[config.mk]
export PLATFORM = sky130hd
export DESIGN_NAME = slpa_addr_unit
export DESIGN_NICKNAME = d
export VERILOG_FILES = /design/src/rtl/slpa_addr_unit.v /design/src/rtl/slpa_region_map.v
export VERILOG_INCLUDE_DIRS = /design/src /design/src/include
export SDC_FILE = /design/constraint.sdc
export NUM_CORES = 1
export LEC_CHECK = 0
export BUFFER_PORTS_ARGS = -buffer_cell sky130_fd_sc_hd__buf_2
export CAP_MARGIN = 40
export CORE_AREA = 2 2 135 137
export CTS_CLUSTER_SIZE = 24
export DETAILED_ROUTE_END_ITERATION = 16
export DIE_AREA = 0 0 137 139
export HOLD_SLACK_MARGIN = 0.08
export PLACE_DENSITY_LB_ADDON = 0.15
export SETUP_SLACK_MARGIN = 0.02
export SLEW_MARGIN = 5
export SYNTH_ARGS = -nofsm -noshare
export SYNTH_HDL_FRONTEND = slang
export SYNTH_SLANG_ARGS = --single-unit
[constraint.sdc]
create_clock -name clk -period 2.5 [get_ports clk]
set_input_delay 0.25 -clock clk [delete_from_list [all_inputs] [get_ports clk]]
set_output_delay 0.25 -clock clk [all_outputs]
set_load 0.02 [all_outputs]
[src/include/slpa_defs.vh]
// Purpose: Constants for the stack limit and program space addressing block
// Assumes: 16-bit byte-addressed data space, 24-bit program space
// Notes:   Included by rtl/slpa_addr_unit.v and rtl/slpa_region_map.v
`ifndef SLPA_DEFS_VH
`define SLPA_DEFS_VH

// Special function register region bounds
`define SLPA_REG_LO        16'h0000
`define SLPA_REG_HI        16'h07ff
// Stack underflow floor
`define SLPA_STACK_FLOOR   16'h0800
// Region granule: aligned 32-byte blocks, index is addr[10:5]
`define SLPA_REGION_LSB    5
`define SLPA_REGION_MSB    10
`define SLPA_REGION_CNT    64
// Visibility select bit of an effective address
`define SLPA_VIS_BIT       15
// Table page bit selecting configuration memory
`define SLPA_CFG_BIT       7
// Reset values
`define SLPA_SP_RST        16'h0800
`define SLPA_PAGE_RST      8'h00
// Stack word step in bytes
`define SLPA_WORD_STEP     16'h0002

`endif

[src/rtl/slpa_addr_unit.v]
// Purpose: Data-space address support: register region decode, software
//          stack pointer with limit and floor checks, and program-space
//          address forming for table and visibility accesses.
// Assumes: One core clock; the core gives strobes one cycle each and keeps
//          from reading through the stack pointer right after a limit write.
// Notes:   Outputs are registered, so answers appear one cycle after the
//          request cycle; the trap pulse is one cycle wide.
//          The limit register has no reset: load it before the first
//          stack use, or the limit checks compare against an unknown.
//          A pointer load wins over a push, and a push over a pop; the
//          losing request is dropped with no strobe and no trap.
// Function
// - Register region is byte addresses 0000h to 07FFh.
// - Unimplemented register-region addresses read as zero.
// - Implemented registers sit in aligned 32-byte blocks, one at least each.
// - Stack pointer holds first free word; stack grows upward.
// - Push writes at pointer then increments; pop decrements then reads.
// - Call pushes program counter with upper byte cleared.
// - Exception push puts status low byte in upper byte of PC word.
// - Stack limit not reset; its bit 0 is always zero.
// - Every stack-pointer effective address is compared against the limit.
// - Push at pointer equal to limit is fine; the next push traps.
// - Stack pointer address below 0800h raises a stack error trap.
// - Table address is 8-bit page above 16-bit effective address.
// - Table page bit 7 selects configuration memory, else user memory.
// - Address bit 15 set maps page plus low 15 bits to 23 bits.
// - Visibility accesses reach user program memory only.
// - Visibility accesses are read-only and return the low 16-bit word.
// - Table accesses read and write every byte of the program word.
// - Bit 15 clear goes to data memory, set goes to visibility window.
// - Reads outside implemented data memory return zero.
`timescale 1ns/1ps
`include "slpa_defs.vh"

module slpa_addr_unit #(
  parameter [63:0] IMPL_MAP  = 64'h0000_0000_0000_00ff,
  parameter [15:0] DATA_TOP  = 16'h0fff
) (
  // Clock and reset
  clk,
  rst_n,

  // Pointer, limit and page loads
  spWrite,
  spWrData,
  limWrite,
  limWrData,
  tblPageWrite,
  visPageWrite,
  pageWrData,

  // Stack requests and checks
  pushReq,
  pushKind,
  pushData,
  statusLowByte,
  popReq,
  spEaValid,
  spEa,

  // Data and table requests, read sources
  dataReq,
  dataWrite,
  dataEa,
  regRdData,
  memRdData,
  progRdWord,
  tblReq,
  tblWrite,
  tblEa,

  // Stack outputs
  stackPtr,
  stackLimit,
  stackWrAddr,
  stackWrData,
  stackWrEn,
  stackRdAddr,
  stackRdEn,
  stackTrap,

  // Table and data outputs
  tblAddr,
  tblCfgSel,
  tblUserSel,
  tblWrEn,
  tblRdEn,
  visAddr,
  visRdEn,
  visWrBlocked,
  dataRdData,
  regSel
);
  // Clock and reset
  input  wire        clk;
  input  wire        rst_n;

  // Pointer and limit loads
  input  wire        spWrite;
  input  wire [15:0] spWrData;
  input  wire        limWrite;
  input  wire [15:0] limWrData;

  // Page loads
  input  wire        tblPageWrite;
  input  wire        visPageWrite;
  input  wire [7:0]  pageWrData;

  // Push and pop requests
  input  wire        pushReq;
  input  wire [1:0]  pushKind;
  input  wire [23:0] pushData;
  input  wire [7:0]  statusLowByte;
  input  wire        popReq;

  // Stack-pointer effective address
  input  wire        spEaValid;
  input  wire [15:0] spEa;

  // Data access
  input  wire        dataReq;
  input  wire        dataWrite;
  input  wire [15:0] dataEa;

  // Read sources
  input  wire [15:0] regRdData;
  input  wire [15:0] memRdData;
  input  wire [23:0] progRdWord;

  // Table access
  input  wire        tblReq;
  input  wire        tblWrite;
  input  wire [15:0] tblEa;

  // Stack outputs
  output reg  [15:0] stackPtr;
  output reg  [15:0] stackLimit;
  output reg  [15:0] stackWrAddr;
  output reg  [15:0] stackWrData;
  output reg         stackWrEn;
  output reg  [15:0] stackRdAddr;
  output reg         stackRdEn;
  output reg         stackTrap;

  // Table outputs
  output reg  [23:0] tblAddr;
  output reg         tblCfgSel;
  output reg         tblUserSel;
  output reg         tblWrEn;
  output reg         tblRdEn;

  // Data-side outputs
  output reg  [22:0] visAddr;
  output reg         visRdEn;
  output reg         visWrBlocked;
  output reg  [15:0] dataRdData;
  output reg         regSel;

  // Push kinds
  localparam [1:0] KIND_DATA = 2'b00;
  localparam [1:0] KIND_CALL = 2'b01;
  localparam [1:0] KIND_EXC  = 2'b10;

  // Stack pointer and limit state
  reg  [15:0] sp_ff;
  reg  [15:0] nxt_sp;
  reg  [15:0] lim_ff;

  // Page registers
  reg  [7:0]  tblPage_ff;
  reg  [7:0]  visPage_ff;

  // Stack helpers
  reg  [15:0] pushWord;
  reg  [15:0] popAddr;
  reg         limitHit;
  reg         floorHit;
  wire        pushGo;
  wire        popGo;

  // Data-side helpers
  reg  [15:0] rdMux;
  wire        inRegion;
  wire        implBlock;

  // Register region decode for data reads
  slpa_region_map #(
    .IMPL_MAP (IMPL_MAP)
  ) u_region (
    .addr      (dataEa),
    .inRegion  (inRegion),
    .implBlock (implBlock)
  );

  // Request priority: pointer load, then push, then pop
  assign pushGo = pushReq & ~spWrite;
  assign popGo  = popReq & ~pushReq & ~spWrite;

  // Stack pointer next value: post-increment push, pre-decrement pop
  always @* begin
    nxt_sp  = sp_ff;
    popAddr = sp_ff - `SLPA_WORD_STEP;
    if (spWrite) begin
      nxt_sp = {spWrData[15:1], 1'b0};
    end else if (pushReq) begin
      nxt_sp = sp_ff + `SLPA_WORD_STEP;
    end else if (popReq) begin
      nxt_sp = popAddr;
    end
  end

  // Word pushed: call clears upper byte, exception inserts status byte
  always @* begin
    case (pushKind)
      KIND_CALL: pushWord = {8'h00, pushData[23:16]};
      KIND_EXC:  pushWord = {statusLowByte, pushData[23:16]};
      default:   pushWord = pushData[15:0];
    endcase
  end

  // Limit checks on pushes and on stack-pointer addresses
  always @* begin
    limitHit = 1'b0;
    if (pushGo && (sp_ff > lim_ff)) begin
      limitHit = 1'b1;
    end
    if (spEaValid && (spEa > lim_ff)) begin
      limitHit = 1'b1;
    end
  end

  // Floor checks trap stack accesses that reach into the register region
  always @* begin
    floorHit = 1'b0;
    if ((pushGo || popGo) && (sp_ff < `SLPA_STACK_FLOOR)) begin
      floorHit = 1'b1;
    end
    if (popGo && (popAddr < `SLPA_STACK_FLOOR)) begin
      floorHit = 1'b1;
    end
    if (spEaValid && (spEa < `SLPA_STACK_FLOOR)) begin
      floorHit = 1'b1;
    end
  end

  // Stack pointer and trap pulse
  always @(posedge clk) begin
    if (!rst_n) begin
      sp_ff       <= `SLPA_SP_RST;
      stackTrap   <= 1'b0;
    end else begin
      sp_ff       <= nxt_sp;
      stackTrap   <= limitHit | floorHit;
    end
  end

  // Stack memory strobes; a dropped request gives no strobe
  always @(posedge clk) begin
    if (!rst_n) begin
      stackWrEn   <= 1'b0;
      stackRdEn   <= 1'b0;
      stackWrAddr <= 16'h0000;
      stackWrData <= 16'h0000;
      stackRdAddr <= 16'h0000;
    end else begin
      stackWrEn   <= pushGo;
      stackRdEn   <= popGo;
      stackWrAddr <= sp_ff;
      stackWrData <= pushWord;
      stackRdAddr <= popAddr;
    end
  end

  // Limit register keeps bit 0 clear and has no reset value
  always @(posedge clk) begin
    if (limWrite) begin
      lim_ff <= {limWrData[15:1], 1'b0};
    end
  end

  // Page registers
  always @(posedge clk) begin
    if (!rst_n) begin
      tblPage_ff <= `SLPA_PAGE_RST;
      visPage_ff <= `SLPA_PAGE_RST;
    end else begin
      if (tblPageWrite) begin
        tblPage_ff <= pageWrData;
      end
      if (visPageWrite) begin
        visPage_ff <= pageWrData;
      end
    end
  end

  // Table access address and target select
  always @(posedge clk) begin
    if (!rst_n) begin
      tblAddr    <= 24'h000000;
      tblCfgSel  <= 1'b0;
      tblUserSel <= 1'b0;
      tblWrEn    <= 1'b0;
      tblRdEn    <= 1'b0;
    end else begin
      tblAddr    <= {tblPage_ff, tblEa};
      tblCfgSel  <= tblReq & tblPage_ff[`SLPA_CFG_BIT];
      tblUserSel <= tblReq & ~tblPage_ff[`SLPA_CFG_BIT];
      tblWrEn    <= tblReq & tblWrite;
      tblRdEn    <= tblReq & ~tblWrite;
    end
  end

  // Read data steering for the current data address
  always @* begin
    rdMux = 16'h0000;
    if (dataEa[`SLPA_VIS_BIT]) begin
      rdMux = progRdWord[15:0];
    end else if (inRegion) begin
      rdMux = implBlock ? regRdData : 16'h0000;
    end else if (dataEa <= DATA_TOP) begin
      rdMux = memRdData;
    end
  end

  // Data-side outputs and visibility window address
  always @(posedge clk) begin
    if (!rst_n) begin
      visAddr      <= 23'h000000;
      visRdEn      <= 1'b0;
      visWrBlocked <= 1'b0;
      dataRdData   <= 16'h0000;
      regSel       <= 1'b0;
    end else begin
      // 23-bit address never reaches the configuration half
      visAddr      <= {visPage_ff, dataEa[14:0]};
      visRdEn      <= dataReq & ~dataWrite & dataEa[`SLPA_VIS_BIT];
      visWrBlocked <= dataReq & dataWrite & dataEa[`SLPA_VIS_BIT];
      dataRdData   <= (dataReq & ~dataWrite) ? rdMux : 16'h0000;
      regSel       <= dataReq & implBlock;
    end
  end

  // Mirror internal registers to outputs
  always @* begin
    stackPtr   = sp_ff;
    stackLimit = lim_ff;
  end
endmodule // slpa_addr_unit

[src/rtl/slpa_region_map.v]
// Purpose: Decode the register region and flag implemented 32-byte blocks
// Assumes: Byte address from the core, same clock domain
// Notes:   Block map is a parameter; each set bit marks one 32-byte block
`timescale 1ns/1ps
`include "slpa_defs.vh"

module slpa_region_map #(
  parameter [63:0] IMPL_MAP = 64'h0
) (
  addr,
  inRegion,
  implBlock
);
  input  wire [15:0] addr;
  output wire        inRegion;
  output wire        implBlock;

  wire [5:0] blockIdx;

  // Region is the low 2 Kbytes of data space
  assign inRegion  = (addr <= `SLPA_REG_HI);
  // One flag per aligned 32-byte block
  assign blockIdx  = addr[`SLPA_REGION_MSB:`SLPA_REGION_LSB];
  assign implBlock = inRegion & IMPL_MAP[blockIdx];
endmodule // slpa_region_map

[After elaboration in Yosys (flattened, before gate mapping)]
Memory sizes are Yosys's and may differ from the RTL's.
Cells that the tools add are included.
Cells by class
  equal/unequal tests: 2
  $lt $le $gt $ge: 8
  reduce and logical (&&, ||, !) cells: 10
  bitwise gates (word level): 20
  multiplexer cells: 14
  add/sub/neg operators: 2
Operators by type and width (number)
  $mux W16: 7
  $lt A16 B12 Y1 const B: 3
  $gt A16 B16 Y1: 2
  $pmux W16 S2: 1
  $add A16 B2 Y16 const B: 1
  $le A16 B11 Y1 const B: 1
  $le A16 B12 Y1 const B: 1
  $sub A16 B2 Y16 const B: 1
  $and A1 B1 Y1: 13
  $lt A6 B7 Y1 const B: 1
  $mux W1: 6
  $not A1 Y1: 6
  $logic_and A1 B1 Y1: 5
  $reduce_bool A3 Y1: 1
  $eq A2 B1 Y1 const B: 1
  $eq A2 B2 Y1 const B: 1
  $reduce_and A2 Y1: 1
  $reduce_bool A2 Y1: 1
  $reduce_or A2 Y1: 1
  $logic_or A1 B1 Y1: 1
  $or A1 B1 Y1: 1
Storage, ports and cells
  word-level logic and storage cells: 78
  input bits: 191
  output and inout bits: 153
  memory bits (read-only): 64
  memories kept: 1
  register bits: 168
Memory list
  (no name shown): words 64, width 1, read ports 1, clocked after Yosys merged registers in 0, write ports 0, line slpa_region_map.v:24  | assign implBlock = inRegion & IMPL_MAP[blockIdx];

[Logic depth before layout (Yosys ltp)]
Gate-level depths: netlist of run 1.
  depth after elaboration: 9
  mapped depth: 8

[By module]
From an unflattened synthesis of run 1, not the netlist that was laid out.
Unflattened totals
  cells, all modules: 696
  area, all modules: 6839.1 µm²
Modules (own cells, without submodules)
  slpa_addr_unit: area an instance 6806.5 µm², times used 1, cells an instance 692
  slpa_region_map: area an instance 32.5 µm², times used 1, cells an instance 4

[Worst setup path before layout of run 1]
OpenSTA, ideal clock, no wires.
  path type: register to register
  from: register sp_ff[1], in the netlist stackPtr[1]
  to: register sp_ff[9], in the netlist stackPtr[9]
  data arrival time: 2.382 ns
  period minus slack after synthesis: 2.441 ns
  data required time: 2.441 ns
  path slack: 0.059 ns
  cell stages (with the launch flop): 9
  path through: dfxtp_1 -> clkbuf_1 -> inv_1 -> ha_1 -> or3b_2 -> or4_1 -> and3b_1 -> o31ai_1 -> and2_1
Between the ends
  longest elaborated chain between the ends: 4
  elaborated cells between the ends (all ways): 5
  those cells by class: add/sub: 2; mux: 3
RTL lines
  start: declaration: line slpa_addr_unit.v:165  | reg [15:0] sp_ff;
  start signal: assignment: line slpa_addr_unit.v:249  | sp_ff <= `SLPA_SP_RST;
  start signal: assignment: line slpa_addr_unit.v:252  | sp_ff <= nxt_sp;
  $sub A16 B2 Y16 (no line)
  $mux W16: line slpa_addr_unit.v:207  | end else if (popReq) begin
  $mux W16 (*): line slpa_addr_unit.v:205  | end else if (pushReq) begin
  $mux W16 (*): line slpa_addr_unit.v:203  | if (spWrite) begin
Mark *: on every way between the ends. The rest lies on a longest branch, timed or not. The select of a mux whose other input is x is not followed.
A chain may end at the register's enable or synchronous reset.

[Worst setup path after layout of run 1]
  from: register sp_ff[2], in the netlist stackPtr[2]
  to: register stackTrap
Between the ends
  longest elaborated chain between the ends: 6
  elaborated cells between the ends (all ways): 13
  those cells by class: add/sub: 1; order compare: 3; mux: 5; bitwise: 1; reduce/logical: 3
RTL lines
  $sub A16 B2 Y16 (no line) / $lt A16 B12 Y1 (equally long branches)
  $lt A16 B12 Y1 (no line) / $logic_and A1 B1 Y1 (equally long branches)
  $logic_and A1 B1 Y1 / $mux W1 (equally long branches): line slpa_addr_unit.v:238, slpa_addr_unit.v:235
  $mux W1: line slpa_addr_unit.v:238  | if (popGo && (popAddr < `SLPA_STACK_FLOOR)) begin
  $mux W1: line slpa_addr_unit.v:241  | if (spEaValid && (spEa < `SLPA_STACK_FLOOR)) begin
  $or A1 B1 Y1 (*): line slpa_addr_unit.v:253  | stackTrap <= limitHit | floorHit;
  end signal: assignment: line slpa_addr_unit.v:253
  end: declaration: line slpa_addr_unit.v:143  | output reg stackTrap;
Mark *: on every way between the ends. The rest lies on a longest branch, timed or not.

==> results.md, run 1 <==
- Multi-input logic area: 2912 µm²
- Hold crit path type: in2reg
- Synth top area cells: dfxtp_1 (45%), edfxtp_1 (6.8%), ha_1 (6.4%)
- Initial antenna violation count: 3
- Register area: 3453 µm²
- Min cycle time layout: 2295 ps
- Kind of critical path: reg2reg
- Synth Warn #: 0
- Post-synth EDFFs: 15
- Worst-skew pair later-pin latency: 420 ps
- Fillcell total: 1614
- RSZ-0062 raised after global routing: false
- Synth Area in XOR/XNOR: 1.840%
- CP Capture Type: flop
- Pleak: 4.950 nW
- Placed cell area: 8627 µm²
- Synth area leader: dfxtp_1
- Final hold violation count: 0
- Die Span Y: 139 µm
- Fraction of registers with async set/reset: 0%
- DP Wirelength: 15.82 mm
- Final cell count without fillers: 1356
- First-pass GRT wire length: 32.48 mm
- Max cap viols: 0
- Leading cell type in the layout, fill and taps excluded: buf_2
- Vias per Instance: 4.787
- Most frequent cells in the layout: buf_2 (329), dfxtp_1 (150), dlygate4sd3_1 (99), nor2_1 (83), and2_1 (65)
- DR pass1 iterations: 6
- GRT overflow: 0
- Pre-CTS WS: 208.3 ps
- Worst EP required: 2870 ps
- PortBufs: 329
- Critical Path Source Type: flop
- Overall routing resource usage: 22.15%
- Vias: 6491
- Worst-path clk slew: 70 ps
- Largest net degree at the start of global routing: 51
- Simple-gate portion of the synthesized area: 20.46%
- Maximum fanout along the worst path: 7
- Area grow syn2layout: 53.44%
- Initial Util: 37.75%
- Mux share of post-synthesis cell area: 2.553%
- Max-slew headroom: 57.33%
- Setup TNS: 0 ps
- Period utilization: 91.82%
- Synth Instances: 683
- Number of global-route vias before repair: 6342
- Ports: 344
- Post-CTS Setup Bufs: 0
- Gpl congestion: 0.8157
- Worst-margin pin slew: 638.3 ps
- Root buffer cell: clkbuf_16
- DRC Markers: 0
- Post-synthesis sequential area ratio: 51.81%
- WL/cell: 16.11 µm
- Final #Nets: 1337
- Post-synth cell types: 59
- Final WS setup: 204.6 ps
- CTS Buf Count: 17
- Post-synthesis compound-gate area fraction: 12.20%
- Core area: 17660 µm²
- Layout Utilization: 57.92%
- Rows: 49
- Post-route ant nets: 0
- Setup Skew: 9.118 ps
- Die width: 137 µm
- Final instance area: 10230 µm²
- Adder-Cell Fraction of Synth Area: 6.383%
- Maximum vdd drop: 0.0004553 V
- Synth top area share: 45.05%
- Main combinational cell family by area after synthesis: simple AND/OR/NAND/NOR gates
- Clk sinks: 165
- Layout cells sized above 1: 35.38%
- Prevailing post-synth register cell: dfxtp_1
- Cell area after synthesis: 6665 µm²
- Yosys reg bits: 165
- Achievable Freq: 435.6 MHz
- P per Cell Area: 656.2 nW/µm²
- Placed cells: 1223
- Final Max Tran Viols: 0
- DRT iter0 DRCs: 251
- Worst EP arrival: 2660 ps
- Run status: finished, final reports clean
- Final setup fails: 0
- CTS tree: yes
- DIE AREA: 19040 µm²
- Mean Syn Cell Area: 9.759 µm²
- DRT Wirelength: 21.85 mm
- Clock tree buffer depth: 2
- H-tree levels: 4
==> cells by family (layout without fill, tap and decap cells) <==
kind of cell,count (synthesis),after routing
AO/OA/AOI/OAI,114,114
multiplexers,17,17
flip-flops,165,165
buffers and inverters,79,518
AND/OR/NAND/NOR,259,259
adder cells (fa/ha/maj),34,34
XOR/XNOR,14,14
other,1,6
==> critical path: stages (launching register included) <==
cell	delay, ps
dfxtp_1	370
inv_1	100
ha_1	160
or3b_2	500
nor4_1	250
xor2_1	150
o41ai_1	520
o31a_1	190
==> per-stage QoR <==
stage	hold slack [ps]	total power, mW
after global placement	426.1	4.022
final	100.8	6.712
after detailed placement	428.1	4.032
after floorplan	322.4	3.572
after global routing	86.21	7.009
after CTS	80.16	6.782
==> sequential cells by signal, summed over array words and instances, names as in the netlist <==
signal / cells
tblRdEn: 1
regSel: 1
tblPage_ff: 8
tblWrEn: 1
stackRdAddr: 15
dataRdData: 16
stackLimit: 15
tblUserSel: 1
visWrBlocked: 1
tblCfgSel: 1
visPage_ff: 8
stackWrEn: 1
stackWrAddr: 15
stackWrData: 16
stackTrap: 1
tblAddr: 24
visAddr: 23
stackPtr: 15
stackRdEn: 1
visRdEn: 1
==> path summary, 6_finish.rpt <==
kind	start	to	slack, ps	depth (start not counted)
setup reg to reg	stackPtr[2]	stackTrap	200	7
hold reg to reg	tblPage_ff[2]	tblAddr[18]	450	1
hold / removal	regRdData[13]	dataRdData[13]	100	3
setup / recovery	stackPtr[2]	stackTrap	200	7
==> area by class of cell <==
class                   count  share of cell area [%]
clock buffers              17                   4.160
well taps                 229                   2.802
inverters                  28                   1.028
repair buffers            458                   27.99
clock inverters            15                   1.737
multi-input cells         442                   28.47
diodes                      2                 0.04894
flip-flops and latches    165                   33.77
==> synth_stat cells, types with 2 or more instances <==
master,n
nor3_1,12
nor4_1,9
nand2b_1,2
dfxtp_1,150
nor2b_1,4
and4_1,4
ha_1,34
a21boi_0,3
o41ai_1,3
a221oi_1,2
nand3_1,11
a31oi_1,2
buf_1,2
and3_1,4
nor2_1,83
nand3b_1,2
and2_1,66
or2_2,2
clkbuf_1,44
edfxtp_1,15
o22ai_1,3
a22oi_1,14
mux2i_1,17
o21ai_0,11
nor3b_1,9
nand4_1,8
or4_1,5
xor2_1,6
buf_4,4
inv_1,27
or3_1,7
a222oi_1,16
nand2_1,26
o31ai_1,4
a21o_1,2
a2111oi_0,3
xnor2_1,8
a21oi_1,32
a211oi_1,7
==> power by group <==
part           internal (mW)  switching [mW]
Sequential              2.82          0.0535
Combinational          0.550           0.677
Clock                   1.36            1.25
Total                   4.73            1.98
==> timing repair <==
| action | CTS | global route |
|---|---|---|
| setup endpoints to repair | 0 | 2 |
| gates resized for setup | 0 | 1 |
| endpoints found under the hold margin | 93 | 1 |
| hold buffers | 98 | 1 |
==> layer usage <==
metal / GRT usage (%) / vias up / routed length [µm]
li1: - / 3249 / -
met1: 24.12 / 3008 / 8632
met2: 40.72 / 207 / 11450
met3: 6.762 / 25 / 1426
met4: 6.403 / 2 / 320
met5: 0 / - / 13
(Power assumes the default switching activity.)
==> inputs of run 2 (changes only) <==
--- a/config.mk
+++ b/config.mk
@@ -8,10 +8,10 @@
 export LEC_CHECK = 0
 export BUFFER_PORTS_ARGS = -buffer_cell sky130_fd_sc_hd__buf_2
 export CAP_MARGIN = 40
-export CORE_AREA = 2 2 135 137
+export CORE_AREA = 2 2 133 135
 export CTS_CLUSTER_SIZE = 24
 export DETAILED_ROUTE_END_ITERATION = 16
-export DIE_AREA = 0 0 137 139
+export DIE_AREA = 0 0 135 137
 export HOLD_SLACK_MARGIN = 0.08
 export PLACE_DENSITY_LB_ADDON = 0.15
 export SETUP_SLACK_MARGIN = 0.02
==> results.md, run 2 (synthesized netlist as in run 1, its figures left out) <==
- Largest register FFs: 24 (unchanged)
- Post-route ant nets: 0 (unchanged)
- Run status: finished, final reports clean (unchanged)
- GRT overflow: 0 (unchanged)
- Maximum fanout along the worst path: 9 (was 7)
- Worst-margin pin slew: 603.0 ps (was 638.3 ps)
- DRT iter0 DRCs: 379 (was 251)
- Vias per Instance: 4.907 (was 4.787)
- Initial antenna violation count: 3 (unchanged)
- Achievable Freq: 437.8 MHz (was 435.6 MHz)
- Placed cell area: 8615 µm² (was 8627 µm²)
- Pleak: 4.976 nW (was 4.950 nW)
- Final Max Tran Viols: 0 (unchanged)
- Worst EP required: 2870 ps (about the same)
- Kind of critical path: reg2reg (unchanged)
- Max cap viols: 0 (unchanged)
- H-tree levels: 4 (unchanged)
- Final instance area: 10300 µm² (was 10230 µm²)
- DP Wirelength: 16.36 mm (was 15.82 mm)
- Number of global-route vias before repair: 6492 (was 6342)
- Die Span Y: 137 µm (was 139 µm)
- CTS tree: yes (unchanged)
- Die width: 135 µm (was 137 µm)
- Worst-skew pair later-pin latency: 430 ps (was 420 ps)
- Area grow syn2layout: 54.59% (was 53.44%)
- Ports: 344 (unchanged)
- Most flops, register: tblAddr (unchanged)
- Largest net degree at the start of global routing: 42 (was 51)
- Min cycle time layout: 2284 ps (was 2295 ps)
- Placed cells: 1218 (was 1223)
- Final cell count without fillers: 1358 (was 1356)
- Max-slew headroom: 59.72% (was 57.33%)
- Most frequent cells in the layout: buf_2 (329), dfxtp_1 (150), dlygate4sd3_1 (105), nor2_1 (83), and2_1 (66) (was buf_2 (329), dfxtp_1 (150), dlygate4sd3_1 (99), nor2_1 (83), and2_1 (65))
- Vias: 6664 (was 6491)
- Gpl congestion: 0.8899 (was 0.8157)
- Setup TNS: 0 ps (unchanged)
- Leading cell type in the layout, fill and taps excluded: buf_2 (unchanged)
- Worst EP arrival: 2650 ps (was 2660 ps)
- Setup Skew: 12.80 ps (was 9.118 ps)
- Overall routing resource usage: 23.78% (was 22.15%)
- Regs by FF count: tblAddr (24), visAddr (23) (unchanged)
- RSZ-0062 raised after global routing: false (unchanged)
- Post-CTS Setup Bufs: 0 (unchanged)
- Clk pwr share: 39.5% (was 38.9%)
- Switching part of the total: 30.13% (was 29.56%)
- DRT Wirelength: 22.75 mm (was 21.85 mm)
- Net Sw Power: 2.053 mW (was 1.984 mW)
- Root buffer cell: clkbuf_16 (unchanged)
- Final #Nets: 1342 (was 1337)
- Hold crit path type: in2reg (unchanged)
- Worst-path clk slew: 70 ps (about the same)
- Initial Util: 39.08% (was 37.75%)
- PortBufs: 329 (unchanged)
- Layout cells sized above 1: 35.13% (was 35.38%)
- CTS Buf Count: 17 (unchanged)
- DIE AREA: 18500 µm² (was 19040 µm²)
- Final setup fails: 0 (unchanged)
- Critical Path Source Type: flop (unchanged)
- Seq pwr share: 42.2% (was 42.8%)
- Internal power: 4.761 mW (was 4.727 mW)
- WL/cell: 16.75 µm (was 16.11 µm)
- DR pass1 iterations: 10 (was 6)
- Period utilization: 91.37% (was 91.82%)
- Comb power frac: 18.3% (about the same)
- Core area: 17060 µm² (was 17660 µm²)
- Clock tree buffer depth: 2 (unchanged)
- WHS: 86.61 ps (was 100.8 ps)
- Maximum vdd drop: 0.0004549 V (was 0.0004553 V)
- Final hold violation count: 0 (unchanged)
- CP Capture Type: flop (unchanged)
- DRC Markers: 0 (unchanged)
- First-pass GRT wire length: 33.75 mm (was 32.48 mm)
- Rows: 48 (was 49)
- Clk sinks: 165 (unchanged)
- P per Cell Area: 661.4 nW/µm² (was 656.2 nW/µm²)
run 2: cell count changes in the layout (fill, tap and decap cells not counted), sizes merged:
cell         change
inv              -1
clkinv           +1
dlygate4sd3      +6
diode            +1
buf              -1
run 2: worst max-delay path, cell delays in order (launching register included):
cell and delay [ps]:
dfxtp_1 390, inv_2 120, ha_1 170, or3b_2 510, or4_1 500, and3b_1 190, o31ai_1 200, and2_1 140
run 2: path summary, 6_finish.rpt:
check	to	from	cells after the start	slack [ps]
worst max-delay path	stackPtr[9]	stackPtr[1]	7	220
worst min-delay path	dataRdData[4]	regRdData[4]	3	90
worst max register to register	stackPtr[9]	stackPtr[1]	7	220
worst min register to register	visAddr[19]	visPage_ff[4]	1	450
run 2: power by group through the flow:
stage | clock network, mW | registers, mW | logic (mW)
floorplan | 0 | 3.12 | 0.455
finish | 2.69 | 2.88 | 1.25
global route | 2.85 | 2.89 | 1.36
global placement | 0 | 2.93 | 1.09
CTS | 2.74 | 2.88 | 1.24
detailed placement | 0 | 2.94 | 1.10
run 2: repair_timing:
item | 4_1_cts | 5_1_grt
resized for setup | 0 | 2
setup endpoints to repair | 0 | 2
hold buffers | 105 | 0
hold endpoints to repair | 98 | 0
run 2: cell type report:
class / instances / area [µm²]
flip-flops and latches: 165 / 3453
repair buffers: 463 / 2915
clock inverters: 15 / 197.7
diodes: 3 / 7.507
well taps: 225 / 281.5
multi-input cells: 442 / 2918
clock buffers: 17 / 425.4
fillers: 1530 / 6753
inverters: 28 / 105.1
run 2: metrics by stage:
step	power (mW)	utilization (%)	setup WS (ps)
2_1_floorplan	3.572	-	58.81
3_3_place_gp	4.025	50.51	147.3
3_5_place_dp	4.036	50.51	98.53
4_1_cts	6.863	60.32	70.07
5_1_grt	7.103	60.41	57.40
6_report	6.815	60.41	215.8
run 2: layer usage:
layer / GRT usage (%) / vias to the layer above / wire [µm]
li1: - / 3265 / -
met1: 25.22 / 3080 / 8496
met2: 43.15 / 269 / 11710
met3: 6.741 / 50 / 1688
met4: 11.98 / 0 / 857
met5: 0 / - / 0
==> inputs of run 3 (changes only) <==
--- a/config.mk
+++ b/config.mk
@@ -8,10 +8,10 @@
 export LEC_CHECK = 0
 export BUFFER_PORTS_ARGS = -buffer_cell sky130_fd_sc_hd__buf_2
 export CAP_MARGIN = 40
-export CORE_AREA = 2 2 133 135
+export CORE_ASPECT_RATIO = 1.75
+export CORE_UTILIZATION = 35
 export CTS_CLUSTER_SIZE = 24
 export DETAILED_ROUTE_END_ITERATION = 16
-export DIE_AREA = 0 0 135 137
 export HOLD_SLACK_MARGIN = 0.08
 export PLACE_DENSITY_LB_ADDON = 0.15
 export SETUP_SLACK_MARGIN = 0.02
==> results.md, run 3 (synthesized netlist as in run 1, its figures left out) <==
- Most frequent cells in the layout: buf_2 (329), dfxtp_1 (150), dlygate4sd3_1 (99), nor2_1 (83), and2_1 (66) (was buf_2 (329), dfxtp_1 (150), dlygate4sd3_1 (105), nor2_1 (83), and2_1 (66))
- Diode count: 0 (was 3)
- Ports: 344 (unchanged)
- Worst EP arrival: 2760 ps (was 2650 ps)
- Rows: 66 (was 48)
- Achievable Freq: 414.2 MHz (was 437.8 MHz)
- Clock tree buffer depth: 2 (unchanged)
- Final Max Tran Viols: 0 (unchanged)
- Regs by FF count: tblAddr (24), visAddr (23) (unchanged)
- Power Total: 6.663 mW (was 6.815 mW)
- GRT overflow: 0 (unchanged)
- Worst EP required: 2850 ps (was 2870 ps)
- Clk pwr share: 38.1% (was 39.5%)
- Maximum fanout along the worst path: 16 (was 9)
- CTS Buf Count: 17 (unchanged)
- Seq pwr share: 43.3% (was 42.2%)
- Initial antenna violation count: 0 (was 3)
- Ordered list of cells on the worst path: dlygate4sd3_1 -> buf_2 -> nor4_1 -> and2_1 -> a222oi_1 -> dlygate4sd3_1 -> nor2_1 (was inv_2 -> ha_1 -> or3b_2 -> or4_1 -> and3b_1 -> o31ai_1 -> and2_1)
- Vias: 6580 (was 6664)
- Setup TNS: 0 ps (unchanged)
- CP Launch Point: dataEa[14] (was stackPtr[1])
- Maximum vdd drop: 0.0003930 V (was 0.0004549 V)
- Root buffer cell: clkbuf_16 (unchanged)
- Post-CTS Setup Bufs: 0 (unchanged)
- First-pass GRT wire length: 32.97 mm (was 33.75 mm)
- End of the worst hold path: tblPage_ff[2] (was dataRdData[4])
- DR pass1 iterations: 6 (was 10)
- Min cycle time layout: 2414 ps (was 2284 ps)
- Critical Path Source Type: input pin (was flop)
- Worst path slowest cell: dlygate4sd3_1 (was or3b_2)
- Area grow syn2layout: 53.59% (was 54.59%)
- H-tree levels: 4 (unchanged)
- CP peak stage delay: 630 ps (was 510 ps)
- DIE AREA: 19620 µm² (was 18500 µm²)
- CP Capture Type: flop (unchanged)
- DRT Wirelength: 22.30 mm (was 22.75 mm)
- Pre-CTS WS: 230.1 ps (was 98.53 ps)
- Internal power: 4.728 mW (was 4.761 mW)
- Final WS setup: 85.93 ps (was 215.8 ps)
- Pleak: 4.958 nW (was 4.976 nW)
- Worst-path clk slew: 70 ps (about the same)
- Hold_sp: pageWrData[2] (was regRdData[4])
- Die Span Y: 184.6 µm (was 137 µm)
- P per Cell Area: 650.8 nW/µm² (was 661.4 nW/µm²)
- M1 WL: 7.869 mm (was 8.496 mm)
- Hold crit path type: in2reg (unchanged)
- Gpl congestion: 0.8729 (was 0.8899)
- Worst-skew pair later-pin latency: 430 ps (about the same)
- Reg2reg path depth: 7 (unchanged)
- Period utilization: 96.56% (was 91.37%)
- Run status: finished, final reports clean (unchanged)
- Max cap viols: 0 (unchanged)
- Routed length on met3: 1.436 mm (was 1.688 mm)
- Setup Skew: 7.597 ps (was 12.80 ps)
- Top routing layer in use: met4 (unchanged)
- WHS Path Cells: 3 (unchanged)
- Vias per Instance: 4.810 (was 4.907)
- Most flops, register: tblAddr (unchanged)
- DP Wirelength: 16.66 mm (was 16.36 mm)
- Worst-margin pin slew: 659.0 ps (was 603.0 ps)
- Kind of critical path: in2reg (was reg2reg)
- Final setup fails: 0 (unchanged)
- RSZ-0062 raised after global routing: false (unchanged)
- Post-route ant nets: 0 (unchanged)
- Initial Util: 35.87% (was 39.08%)
- Setup slack, reg-to-reg: 200 ps (was 220 ps)
- Worst reg2reg path startpoint: stackPtr[2] (was stackPtr[1])
- Overall routing resource usage: 22.34% (was 23.78%)
- Placed cells: 1237 (was 1218)
- DRT iter0 DRCs: 311 (was 379)
- Switching part of the total: 29.04% (was 30.13%)
- DRC Markers: 0 (unchanged)
- Leading cell type in the layout, fill and taps excluded: buf_2 (unchanged)
- Max-slew headroom: 56.07% (was 59.72%)
- Number of global-route vias before repair: 6516 (was 6492)
- Largest register FFs: 24 (unchanged)
- Fillcell total: 1743 (was 1530)
- Net Sw Power: 1.935 mW (was 2.053 mW)
- Layout cells sized above 1: 35.58% (was 35.13%)
- WL/cell: 16.30 µm (was 16.75 µm)
- CTS tree: yes (unchanged)
- Met2 WL: 12.15 mm (was 11.71 mm)
- Clk sinks: 165 (unchanged)
- Die width: 106.3 µm (was 135 µm)
- Worst reg2reg endpoint: stackPtr[9] (unchanged)
- Most common cell on crit path: dlygate4sd3_1
- Final hold violation count: 0 (unchanged)
- Largest net degree at the start of global routing: 38 (was 42)
- PortBufs: 329 (unchanged)
- Final cell count without fillers: 1368 (was 1358)
- Comb power frac: 18.6% (was 18.3%)
- Final #Nets: 1342 (unchanged)
- Core area: 18580 µm² (was 17060 µm²)
==> run 3: cell count changes in the layout (fill, tap and decap cells not counted), sizes merged <==
cell         previous run  this run
diode                   3         0
clkbuf                 17        18
clkinvlp                1         3
buf                   358       364
dlygate4sd3           105        99
inv                    35        39
clkinv                  7         0
==> run 3: worst max-delay path by stage <==
stage | endpoint | cells past startpoint
2_1_floorplan | stackPtr[9] | 8
3_3_place_gp | stackTrap | 7
3_5_place_dp | stackPtr[9] | 7
4_1_cts | stackPtr[9] | 7
5_1_grt | dataRdData[10] | 7
6_report | dataRdData[10] | 7
==> run 3: cell type report <==
cell class / instances / area [µm²] / area share, %
inverters: 28 / 105.1 / 1.027
clock inverters: 14 / 131.4 / 1.283
multi-input cells: 442 / 2910 / 28.43
repair buffers: 463 / 2900 / 28.33
well taps: 238 / 297.8 / 2.909
flip-flops and latches: 165 / 3453 / 33.73
clock buffers: 18 / 439.2 / 4.290
==> run 3: stage by stage <==
| step | hold WS, ps | cell area (µm²) | util, % |
|---|---|---|---|
| finish | 96.84 | 10240 | 55.10 |
| global route | 85.87 | 10240 | 55.10 |
| CTS | 82.10 | 10240 | 55.10 |
| detailed placement | 425.8 | 8676 | 46.69 |
| global placement | 422.7 | 8676 | 46.69 |
| floorplan | 322.4 | 6676 | - |
==> run 3: critical path, delay by kind of cell <==
kind,cells,cell delay (ps)
AO/OA/AOI/OAI,1,200
buffers and inverters,3,1310
AND/OR/NAND/NOR,3,990
==> run 3: routing by layer <==
layer	GRT usage, %	vias up
met5	0	-
met2	43.40	292
li1	-	3263
met3	5.622	49
met1	20.72	2976
met4	12.33	0
==> run 3: power by group through the flow <==
stage	clock [mW]	sequential, mW	combinational (mW)
4_1_cts	2.63	2.89	1.24
5_1_grt	2.73	2.90	1.35
3_5_place_dp	0	2.95	1.11
2_1_floorplan	0	3.12	0.455
6_report	2.54	2.89	1.24
3_3_place_gp	0	2.94	1.10
==> run 3: timing repair <==
| action | CTS | global route |
|---|---|---|
| hold endpoints to repair | 93 | 0 |
| resized for setup | 0 | 0 |
| hold buffers | 99 | 0 |
